### src/dpcs_consts.vh
// Purpose: constants of the pll control, status and host pin block
// Assumes: 50 MHz reference clock, 8-bit register address and data
// Notes:   definitions only
// Overview of operation
// - A low level on the reset input puts the block into reset.
// - Hitless enable high: reference switches of pll one give no phase hit.
// - Hitless enable low: switches realign pll one phase to the new reference.
// - A software register bit can also enable or disable hitless switching.
// - Mode pins sampled during reset set pll one default mode.
// - After reset mode follows pin changes or writes to register 0x1f.
// - Lock output high only while pll one is frequency and phase locked.
// - Holdover output high while pll one is in holdover.
// - Reference output is a buffered copy of pll two's selected reference.
// - Interface select 0: shared pins act as spi clock, in, out, chip select.
// - Interface select 1: pins act as i2c scl/sda plus address selects.
// - I2c engine enabled when select high, spi engine when low.
`ifndef DPCS_CONSTS_VH
`define DPCS_CONSTS_VH
`define DPCS_CLK_NS        20
`define DPCS_RST_MIN_NS    300
`define DPCS_RST_MIN_CYC   ((`DPCS_RST_MIN_NS + `DPCS_CLK_NS - 1) / `DPCS_CLK_NS)
// register offsets
`define DPCS_OFS_MODE      8'h1f
`define DPCS_OFS_HITLESS   8'h20
`define DPCS_OFS_STATUS    8'h21
// hitless control fields
`define DPCS_HS_SW_VAL_BIT 0
`define DPCS_HS_SW_SEL_BIT 1
`define DPCS_HS_RESET      2'h0
// pll one modes
`define DPCS_MODE_AUTO     2'h0
`define DPCS_MODE_NORMAL   2'h1
`define DPCS_MODE_HOLD     2'h2
`define DPCS_MODE_FREE     2'h3
// i2c slave address upper bits, arbitrary value
`define DPCS_I2C_ADDR_HI   4'h6
// i2c engine states
`define DPCS_I2C_IDLE      2'h0
`define DPCS_I2C_DEV       2'h1
`define DPCS_I2C_REG       2'h2
`define DPCS_I2C_DATA      2'h3
`endif

### src/dpcs_top.v
// Purpose: pin level control, status and spi/i2c host port of pll one/two
// Assumes: all pins already synchronous to REF_CLK_I
// Notes:   open-drain enables are active low (low = pulling pin low)
`timescale 1ns/10ps
`default_nettype none
`include "dpcs_consts.vh"
module dpcs_top #(
    parameter NREF = 8,
    parameter SELW = 3
) (
    input  wire            REF_CLK_I,
    input  wire            RST_N_I,
    input  wire            HITLESS_SWITCH_ENABLE_I,
    input  wire            PLL_MODE_PIN_BIT0_I,
    input  wire            PLL_MODE_PIN_BIT1_I,
    input  wire            PLL_LOCKED_I,
    input  wire            PLL_HOLDOVER_I,
    input  wire            REF_SWITCH_I,
    input  wire [NREF-1:0] REFS_I,
    input  wire [SELW-1:0] PLL_TWO_REF_SEL_I,
    input  wire            I2C_ENABLE_I,
    input  wire            SCK_SCL_I,
    input  wire            SI_SDA_I,
    input  wire            CHIP_SELECT_OR_ADDR_BIT0_I,
    input  wire            BUS_ADDR_PICK_BIT1_I,
    input  wire            BUS_ADDR_PICK_BIT2_I,
    output reg  [1:0]      PLL_ONE_MODE_O,
    output reg             HITLESS_SWITCH_O,
    output reg             PHASE_REALIGN_O,
    output reg             LOCK_O,
    output reg             HOLD_O,
    output reg             REF_OUT_O,
    output reg             SO_O,
    output reg             SCL_O,
    output reg             SCL_OE_N_O,
    output reg             SDA_O,
    output reg             SDA_OE_N_O
);
    reg  [1:0] mode_reg;
    reg  [1:0] mode_pin_q_reg;
    reg  [1:0] hs_ctl_reg;
    reg        sck_q_reg;
    reg        sda_q_reg;
    reg  [4:0] spi_cnt_reg;
    reg  [7:0] spi_sh_reg;
    reg  [7:0] spi_tx_reg;
    reg  [6:0] spi_addr_reg;
    reg        spi_rd_reg;
    reg  [1:0] i2c_st_reg;
    reg  [3:0] i2c_cnt_reg;
    reg  [7:0] i2c_sh_reg;
    reg  [7:0] i2c_tx_reg;
    reg  [7:0] i2c_ptr_reg;
    reg  [2:0] i2c_asel_reg;
    reg        i2c_ack_reg;
    reg        i2c_rd_reg;
    reg        sda_drive_reg;
    reg        wr_en;
    reg  [7:0] wr_addr;
    reg  [7:0] wr_data;
    wire [1:0] mode_pins;
    wire       hs_eff;
    wire       sck_rise;
    wire       sck_fall;
    wire       sda_rise;
    wire       sda_fall;
    wire       cs_n;
    wire [7:0] i2c_rd_byte;

    assign mode_pins = {PLL_MODE_PIN_BIT1_I, PLL_MODE_PIN_BIT0_I};
    // software select bit overrides the pin when set
    assign hs_eff = hs_ctl_reg[`DPCS_HS_SW_SEL_BIT] ?
                    hs_ctl_reg[`DPCS_HS_SW_VAL_BIT] :
                    HITLESS_SWITCH_ENABLE_I;
    // shared pin edges; one sampler serves both engines
    assign sck_rise = SCK_SCL_I & ~sck_q_reg;
    assign sck_fall = ~SCK_SCL_I & sck_q_reg;
    assign sda_rise = SI_SDA_I & ~sda_q_reg;
    assign sda_fall = ~SI_SDA_I & sda_q_reg;
    assign cs_n = CHIP_SELECT_OR_ADDR_BIT0_I;

    // register read mux; unmapped offsets read zero
    function [7:0] rd_data;
        input [7:0] a;
        begin
            case (a)
                `DPCS_OFS_MODE:    rd_data = {6'h00, mode_reg};
                `DPCS_OFS_HITLESS: rd_data = {6'h00, hs_ctl_reg};
                `DPCS_OFS_STATUS:  rd_data = {4'h0, hs_eff, HOLD_O, LOCK_O,
                                              I2C_ENABLE_I};
                default:           rd_data = 8'h00;
            endcase
        end
    endfunction

    // byte at the i2c pointer, loaded into the transmit shifter
    assign i2c_rd_byte = rd_data(i2c_ptr_reg);

    // write port shared by the two engines
    always @* begin
        wr_en = 1'b0;
        wr_addr = 8'h00;
        wr_data = 8'h00;
        if (!I2C_ENABLE_I) begin
            // spi write completes on the 16th rising clock edge
            if (!cs_n && sck_rise && !spi_rd_reg && spi_cnt_reg == 5'h0f) begin
                wr_en = 1'b1;
                // shifter holds data bits by now, so use the held address
                wr_addr = {1'b0, spi_addr_reg};
                wr_data = {spi_sh_reg[6:0], SI_SDA_I};
            end
        end else if (sck_fall && !i2c_ack_reg && i2c_cnt_reg == 4'h8 &&
                     i2c_st_reg == `DPCS_I2C_DATA && !i2c_rd_reg) begin
            wr_en = 1'b1;
            wr_addr = i2c_ptr_reg;
            wr_data = i2c_sh_reg;
        end
    end

    // mode, hitless control and status outputs
    always @(posedge REF_CLK_I) begin
        if (!RST_N_I) begin
            mode_reg <= mode_pins;
            mode_pin_q_reg <= mode_pins;
            hs_ctl_reg <= `DPCS_HS_RESET;
            PLL_ONE_MODE_O <= mode_pins;
            HITLESS_SWITCH_O <= 1'b0;
            PHASE_REALIGN_O <= 1'b0;
            LOCK_O <= 1'b0;
            HOLD_O <= 1'b0;
            REF_OUT_O <= 1'b0;
        end else begin
            mode_pin_q_reg <= mode_pins;
            // latest source wins; a write beats a pin change in one cycle
            if (wr_en && wr_addr == `DPCS_OFS_MODE)
                mode_reg <= wr_data[1:0];
            else if (mode_pins != mode_pin_q_reg)
                mode_reg <= mode_pins;
            if (wr_en && wr_addr == `DPCS_OFS_HITLESS)
                hs_ctl_reg <= wr_data[1:0];
            PLL_ONE_MODE_O <= mode_reg;
            // switch request goes to hitless or realign path
            HITLESS_SWITCH_O <= REF_SWITCH_I & hs_eff;
            PHASE_REALIGN_O <= REF_SWITCH_I & ~hs_eff;
            // no lock claimed while the loop is not tracking
            LOCK_O <= PLL_LOCKED_I && (mode_reg == `DPCS_MODE_AUTO ||
                                       mode_reg == `DPCS_MODE_NORMAL);
            HOLD_O <= (mode_reg == `DPCS_MODE_HOLD) ||
                      (mode_reg == `DPCS_MODE_AUTO && PLL_HOLDOVER_I);
            // one flop delay only; glitches at a switch are allowed
            REF_OUT_O <= REFS_I[PLL_TWO_REF_SEL_I];
        end
    end

    // spi engine: r/w bit, 7 address bits, 8 data bits, msb first
    always @(posedge REF_CLK_I) begin
        if (!RST_N_I) begin
            sck_q_reg <= 1'b0;
            spi_cnt_reg <= 5'h00;
            spi_sh_reg <= 8'h00;
            spi_tx_reg <= 8'h00;
            spi_addr_reg <= 7'h00;
            spi_rd_reg <= 1'b0;
            SO_O <= 1'b0;
        end else begin
            sck_q_reg <= SCK_SCL_I;
            if (I2C_ENABLE_I || cs_n) begin
                // deselect or i2c mode parks the engine; so pin unused
                spi_cnt_reg <= 5'h00;
                spi_rd_reg <= 1'b0;
                SO_O <= 1'b0;
            end else begin
                if (sck_rise) begin
                    spi_sh_reg <= {spi_sh_reg[6:0], SI_SDA_I};
                    if (spi_cnt_reg != 5'h10)
                        spi_cnt_reg <= spi_cnt_reg + 5'h01;
                    if (spi_cnt_reg == 5'h00)
                        spi_rd_reg <= SI_SDA_I;
                    if (spi_cnt_reg == 5'h07) begin
                        spi_addr_reg <= {spi_sh_reg[5:0], SI_SDA_I};
                        spi_tx_reg <= rd_data({1'b0, spi_sh_reg[5:0],
                                               SI_SDA_I});
                    end
                end
                // read data leaves on falling edges after the address
                if (sck_fall && spi_rd_reg && spi_cnt_reg >= 5'h08 &&
                    spi_cnt_reg < 5'h10) begin
                    SO_O <= spi_tx_reg[7];
                    spi_tx_reg <= {spi_tx_reg[6:0], 1'b0};
                end
            end
        end
    end

    // i2c engine: dev address, register pointer, data bytes
    always @(posedge REF_CLK_I) begin
        if (!RST_N_I) begin
            sda_q_reg <= 1'b1;
            i2c_st_reg <= `DPCS_I2C_IDLE;
            i2c_cnt_reg <= 4'h0;
            i2c_sh_reg <= 8'h00;
            i2c_tx_reg <= 8'h00;
            i2c_ptr_reg <= 8'h00;
            i2c_asel_reg <= 3'h0;
            i2c_ack_reg <= 1'b0;
            i2c_rd_reg <= 1'b0;
            sda_drive_reg <= 1'b0;
            SDA_O <= 1'b0;
            SDA_OE_N_O <= 1'b1;
            SCL_O <= 1'b0;
            SCL_OE_N_O <= 1'b1;
        end else begin
            sda_q_reg <= SI_SDA_I;
            SDA_O <= 1'b0;
            SCL_O <= 1'b0;
            SCL_OE_N_O <= 1'b1;      // no clock stretching is ever needed
            SDA_OE_N_O <= ~sda_drive_reg;
            if (!I2C_ENABLE_I) begin
                i2c_st_reg <= `DPCS_I2C_IDLE;
                sda_drive_reg <= 1'b0;
            end else if (SCK_SCL_I && sda_fall) begin
                // start or repeated start; address pins frozen here
                i2c_st_reg <= `DPCS_I2C_DEV;
                i2c_cnt_reg <= 4'h0;
                i2c_ack_reg <= 1'b0;
                sda_drive_reg <= 1'b0;
                i2c_asel_reg <= {BUS_ADDR_PICK_BIT2_I, BUS_ADDR_PICK_BIT1_I,
                                 CHIP_SELECT_OR_ADDR_BIT0_I};
            end else if (SCK_SCL_I && sda_rise) begin
                i2c_st_reg <= `DPCS_I2C_IDLE;
                sda_drive_reg <= 1'b0;
            end else if (i2c_st_reg != `DPCS_I2C_IDLE) begin
                if (sck_rise) begin
                    if (!i2c_ack_reg) begin
                        i2c_sh_reg <= {i2c_sh_reg[6:0], SI_SDA_I};
                        i2c_cnt_reg <= i2c_cnt_reg + 4'h1;
                    end else if (i2c_rd_reg && SI_SDA_I &&
                                 i2c_st_reg == `DPCS_I2C_DATA) begin
                        i2c_st_reg <= `DPCS_I2C_IDLE; // master nack ends read
                    end
                end
                if (sck_fall) begin
                    if (!i2c_ack_reg && i2c_cnt_reg == 4'h8) begin
                        i2c_ack_reg <= 1'b1;
                        sda_drive_reg <= 1'b1;
                        case (i2c_st_reg)
                            `DPCS_I2C_DEV: begin
                                if (i2c_sh_reg[7:1] !=
                                    {`DPCS_I2C_ADDR_HI, i2c_asel_reg}) begin
                                    i2c_st_reg <= `DPCS_I2C_IDLE;
                                    sda_drive_reg <= 1'b0;
                                end
                                i2c_rd_reg <= i2c_sh_reg[0];
                            end
                            `DPCS_I2C_REG: begin
                                i2c_ptr_reg <= i2c_sh_reg;
                                i2c_st_reg <= `DPCS_I2C_DATA;
                            end
                            `DPCS_I2C_DATA: begin
                                // read: master acks, we release the line
                                if (i2c_rd_reg)
                                    sda_drive_reg <= 1'b0;
                                else
                                    i2c_ptr_reg <= i2c_ptr_reg + 8'h01;
                            end
                            default: sda_drive_reg <= 1'b0;
                        endcase
                    end else if (i2c_ack_reg) begin
                        i2c_ack_reg <= 1'b0;
                        i2c_cnt_reg <= 4'h0;
                        sda_drive_reg <= 1'b0;
                        if (i2c_st_reg == `DPCS_I2C_DEV)
                            i2c_st_reg <= i2c_rd_reg ? `DPCS_I2C_DATA :
                                                       `DPCS_I2C_REG;
                        if (i2c_rd_reg && i2c_st_reg != `DPCS_I2C_REG) begin
                            sda_drive_reg <= ~i2c_rd_byte[7];
                            i2c_tx_reg <= i2c_rd_byte;
                            i2c_ptr_reg <= i2c_ptr_reg + 8'h01;
                        end
                    end else if (i2c_rd_reg && i2c_st_reg == `DPCS_I2C_DATA &&
                                 i2c_cnt_reg < 4'h8) begin
                        sda_drive_reg <= ~i2c_tx_reg[6];
                        i2c_tx_reg <= {i2c_tx_reg[6:0], 1'b0};
                    end
                end
            end
        end
    end
endmodule // dpcs_top
`default_nettype wire

### config.mk
export PLATFORM = sky130hd
export DESIGN_NAME = dpcs_top
export DESIGN_NICKNAME = d
export VERILOG_FILES = /design/src/dpcs_top.v
export VERILOG_INCLUDE_DIRS = /design/src
export SDC_FILE = /design/constraint.sdc
export NUM_CORES = 1
export LEC_CHECK = 0
export BUFFER_PORTS_ARGS = -buffer_cell sky130_fd_sc_hd__buf_2
export CAP_MARGIN = 10
export CORE_UTILIZATION = 50
export DETAILED_ROUTE_END_ITERATION = 7
export GPL_TIMING_DRIVEN = 0
export HOLD_SLACK_MARGIN = 0.03
export PLACE_DENSITY = 0.69
export SYNTH_ARGS = -nofsm -noshare
export SYNTH_HDL_FRONTEND = slang
export SYNTH_SLANG_ARGS = --single-unit
### constraint.sdc
create_clock -name REF_CLK_I -period 6.95 [get_ports REF_CLK_I]
set_input_delay 0.695 -clock REF_CLK_I [delete_from_list [all_inputs] [get_ports REF_CLK_I]]
set_output_delay 0.695 -clock REF_CLK_I [all_outputs]
set_load 0.005 [all_outputs]
== Word-level counts from Yosys, hierarchy flattened ==
Cells that the tools add are included.
Word-level totals
  bits in registers: 79
  output and inout bits: 12
  logic and storage cells: 200
Operators by class
  $add $sub $neg: 3
  order comparisons: 4
  eq/ne operators: 25
  mux-type cells: 62
  bitwise logic cells: 21
  reduce and logical (&&, ||, !) cells: 57
Operator list (number)
  two-way mux 8 bit: 9
  two-way mux 4 bit: 8
  two-way mux 2 bit: 15
  two-way mux 7 bit: 4
  equality test 8 x 6 -> 1 bit (second input constant): 3
  case mux 4 bit (3 select lines): 2
  logical AND 1 bit: 22
  two-way mux 1 bit: 20
  equality test 8 x 5 -> 1 bit (second input constant): 2
  case mux 8 bit (2 select lines): 1
  nonzero test 2 bit: 8
  equality test 7 x 6 -> 1 bit (second input constant): 2
  inverter 1 bit: 14
  AND reduction 3 bit: 4
  AND reduction 2 bit: 5
  AND reduction 9 bit: 1
  adder 8 x 1 -> 8 bit (second input constant): 1
  AND reduction 8 bit: 1
  equality test 7 x 5 -> 1 bit (second input constant): 1
  inequality test 7 x 6 -> 1 bit: 1
  AND reduction 7 bit: 1
  bitwise AND 1 bit: 6
  equality test 2 bit (second input constant): 3
  AND reduction 6 bit: 1
  29 further kinds: 37

== Logic depth before layout (Yosys ltp) ==
  depth in word-level cells: 12
  gate-level depth with buffers: 9

== Worst setup path before layout ==
No wires, ideal clock.
  kind: input to register
  start: input I2C_ENABLE_I
  end: register mode_reg[0] (data pin)
  library setup time: 262 ps
  arrival: 2707 ps
  data required time: 6688 ps
  setup slack: 3981 ps
  stages: 8
  cell sequence: buf_6 -> or4b_4 -> buf_6 -> nor3b_4 -> a22o_2 -> nand4_2 -> nor4_4 -> mux2_1
Between the ends
  longest elaborated chain between the ends: 5
  elaborated cells between the ends (all ways): 7
  classes of those cells: 1 x eq/ne; 5 x mux; 1 x reduce/logical
RTL lines
  start, declared: RTL line dpcs_top.v:21  | input wire I2C_ENABLE_I,
  two-way mux 8 bit: RTL line dpcs_top.v:104  | if (!I2C_ENABLE_I) begin
  equality test 8 x 5 -> 1 bit (no source line)
  logical AND 1 bit (no source line)
  two-way mux 2 bit (*): RTL line dpcs_top.v:135  | if (wr_en && wr_addr == `DPCS_OFS_MODE)
  two-way mux 2 bit (*): RTL line dpcs_top.v:122  | if (!RST_N_I) begin
  end signal, assigned: RTL line dpcs_top.v:123  | mode_reg <= mode_pins;
  end signal, assigned: RTL line dpcs_top.v:136  | mode_reg <= wr_data[1:0];
  end signal, assigned: RTL line dpcs_top.v:138  | mode_reg <= mode_pins;
  end, declared: RTL line dpcs_top.v:39  | reg [1:0] mode_reg;
Every way passes the cells marked *; elsewhere a longest branch is shown, timed or not.
A chain may end at the register's enable or synchronous reset.

== Worst setup path in the final report ==
  start: register i2c_st_reg[0]
  end: register i2c_ptr_reg[5]
Between the ends
  longest elaborated chain between the ends: 4
  elaborated cells between the ends (all ways): 11
  classes of those cells: 5 x eq/ne; 2 x mux; 4 x reduce/logical
RTL lines
  start, declared: RTL line dpcs_top.v:49  | reg [1:0] i2c_st_reg;
  start signal, assigned: RTL line dpcs_top.v:199  | i2c_st_reg <= `DPCS_I2C_IDLE;
  start signal, assigned: RTL line dpcs_top.v:219  | i2c_st_reg <= `DPCS_I2C_IDLE;
  start signal, assigned: RTL line dpcs_top.v:223  | i2c_st_reg <= `DPCS_I2C_DEV;
  inequality test 2 bit (no source line)
  logical AND 1 bit (no source line)
  nonzero test 2 bit (no source line)
  AND reduction 9 bit (no source line)
  end signal, assigned: RTL line dpcs_top.v:256  | i2c_ptr_reg <= i2c_sh_reg;
  end signal, assigned: RTL line dpcs_top.v:264  | i2c_ptr_reg <= i2c_ptr_reg + 8'h01;
  end signal, assigned: RTL line dpcs_top.v:278  | i2c_ptr_reg <= i2c_ptr_reg + 8'h01;
  end, declared: RTL line dpcs_top.v:53  | reg [7:0] i2c_ptr_reg;
Parallel ways exist; a longest one is shown, timed or not.

==> results.toml <==
[drt]
vias = 3475
wire_per_inst_um = 15.70
drt_iter0_markers = 218
antenna_left = 0
firstDrtPassIters = 7
drc = 1
vias_per_cell = 5.660
finalWirelength_um = 9638

[sta]
hold_viol = 0
setup_viol = 0
period_share = 0.4379
max_freq_mhz = 328.6
finClkSkew_ns = 0.01235
worst_pin_slew_ns = 0.8530
setup_ws_ns = 3.907
slew_headroom = 0.4282
rsz0062_at_grt = "no"
min_period_ns = 3.043
drv_slew = 0
setup-tns-final_ns = 0

[clocking]
htreeDepth = 3
clk_pin_slew_ns = 0.09
cts_root_buf = "clkbuf_8"
clk_path_buf_depth = 2
cts-buffers-inserted = 9
cts.repair.resized = 0
cts.sinks = 79
postCtsHoldBufs = 0
post_cts_buffers = 0
clkLatencyLatePin_ns = 0.36
cts_tree = "built"

[synthesis]
synth_top_area_cell = "dfxtp_1"
synth.top_cell.area_share = 0.3874
yosys_warnings = 0
avgSynthCellArea_um2 = 8.594
yosys-top-cells-count = "77 x dfxtp_1, 59 x nor2_1, 49 x nand2_1, 35 x a21oi_1, 21 x mux2i_1"
synthDistinctLibCells = 59
synth-seq-cells = 79
syn-cell-area_mm2 = 0.003979
synth-edff-count = 2
synth_ff_type = "dfxtp_1"
async_flop_share = 0
post-synth-top-count-cell = "dfxtp_1"
ys_top_cells_by_area = "dfxtp_1 39%, nor2_1 5.6%, mux2i_1 5.3%, nand2_1 4.6%, a21oi_1 4.4%"
synthCells = 463
ys_seq_area_frac = 0.4025

[grt]
grt-ovfl-total = 0
antenna_found_initial = 0
grt_pass1_wl_um = 16130
gr-usage-all-layers = 0.2446
grt_pass1_vias = 3368
grt_max_degree = 14

[power_and_ir_drop]
ir_worst_vdd_v = 0.00009358
leakage_nw = 1.689
cellPowerDensity_mw_per_mm2 = 200.4

[floorplanning]
dieWidth_um = 91.21
initial_core_util = 0.5149
die_h_um = 91.21
boundaryPins = 37
rows = 32
die-area_mm2 = 0.008318
core-area_mm2 = 0.007727

[status]
violations = "design-rule violations"
status = "finished, violations left"

[layout]
multi_input_area_mm2 = 0.002205
instances_no_fill = 614
drive_gt1_frac = 0.1406
fillers = 733
seq_area_mm2 = 0.001602
n_antenna_cell = 0
syn_to_final_growth_pct = 12.92
nets = 544

[worst_hold_path]
holdPathEnd = "SDA_OE_N_O"
hold_path_class = "reg2reg"
hold-path-cell-count = 1
hold_path_startpoint = "sda_drive_reg"

[placed_design]
dp_cells = 598
hpwl_um = 7122
io_buffer_count = 32
post-place-ws_ns = 3.692
globalplace.congestion = 0.8721

[critical_path]
worstPathArrival_ns = 3.33
worstSetupEndpointType = "register"
timing.rr.end = "i2c_ptr_reg[5]"
worst_r2r_path_depth = 8
worstReg2RegStart = "i2c_st_reg[0]"
required_ns = 7.24
critPathLaunchType = "register"
critPathMaxFanout = 10
ff2ff_setup_slack_ns = 3.91
worstSetupPathType = "reg2reg"

[run]
maxCapViolCount = 0
stage by stage:
stage	power, mW	instance area (um2)	util	hold WS [ns]
finish	0.9003	4493	0.5814	0.3985
global route	0.9330	4493	0.5814	0.4220
CTS	0.9046	4493	0.5814	0.3971
detailed placement	0.5289	4270	0.5526	0.3755
global placement	0.5279	4270	0.5526	0.3716
floorplan	0.5064	3983	-	0.3577
layout by cell type (no fill, tap or decap), drive strengths merged, types with 6 or more instances in the layout:
cell type and n:
a211oi 6, a21oi 35, a22o 9, a22oi 14, and3 9, buf 38
clkbuf 29, dfxtp 77, ha 12, inv 16, mux2 7, mux2i 21
nand2 49, nand3 16, nor2 59, nor3 18, nor3b 6, o21ai 16
xor2 9
critical path, stage by stage (launching register included):
cell,delay [ns]
dfxtp_1,0.40
inv_1,0.10
ha_1,0.29
nor3b_2,0.57
nand2_1,0.15
a211oi_1,0.74
clkbuf_1,0.41
a22oi_1,0.19
nor2_1,0.12
routing by layer:
metal | wire length, um | global-route usage | vias up
li1 | - | - | 1735
met3 | 401 | 0.04104 | 12
met1 | 4626 | 0.3234 | 1652
met2 | 4442 | 0.4021 | 76
met5 | 0 | 0 | -
met4 | 167 | 0.08598 | 0
report_power, final:
| part | internal, mW | switching (mW) |
|---|---|---|
| combinational | 0.0214 | 0.0312 |
| sequential | 0.461 | 0.00525 |
| clock | 0.212 | 0.170 |
how the worst max path moves through the flow:
stage	start	end	slack, ns	cells past startpoint
after floorplan	I2C_ENABLE_I	mode_reg[0]	3.98	8
after global placement	SCK_SCL_I	i2c_ptr_reg[3]	3.71	8
after detailed placement	SCK_SCL_I	i2c_ptr_reg[3]	3.69	8
after CTS	i2c_st_reg[0]	i2c_ptr_reg[3]	3.90	8
after global routing	i2c_st_reg[0]	i2c_ptr_reg[2]	3.58	8
final	i2c_st_reg[0]	i2c_ptr_reg[5]	3.91	8
cell families (layout without fill, tap and decap cells):
group	Yosys count	in the layout	synth area share
mux	30	30	0.08396
xor+xnor	12	12	0.02642
simple gates	193	193	0.2509
compound gates	95	95	0.1522
other cells	2	3	0.001887
buf+inv	40	88	0.04433
fa+ha+maj	12	12	0.03773
flops	79	79	0.4025
final cells by class:
| cell class | instances | share of cell area |
|---|---|---|
| plain buffers | 24 | 0.02590 |
| clock buffers | 11 | 0.03147 |
| clock inverters | 5 | 0.01810 |
| inverters | 16 | 0.01337 |
| multi-input cells | 345 | 0.4907 |
| flip-flops and latches | 79 | 0.3564 |
| well taps | 102 | 0.02840 |
| repair buffers | 32 | 0.03564 |
Note: power is estimated with default switching activity, not from simulation.
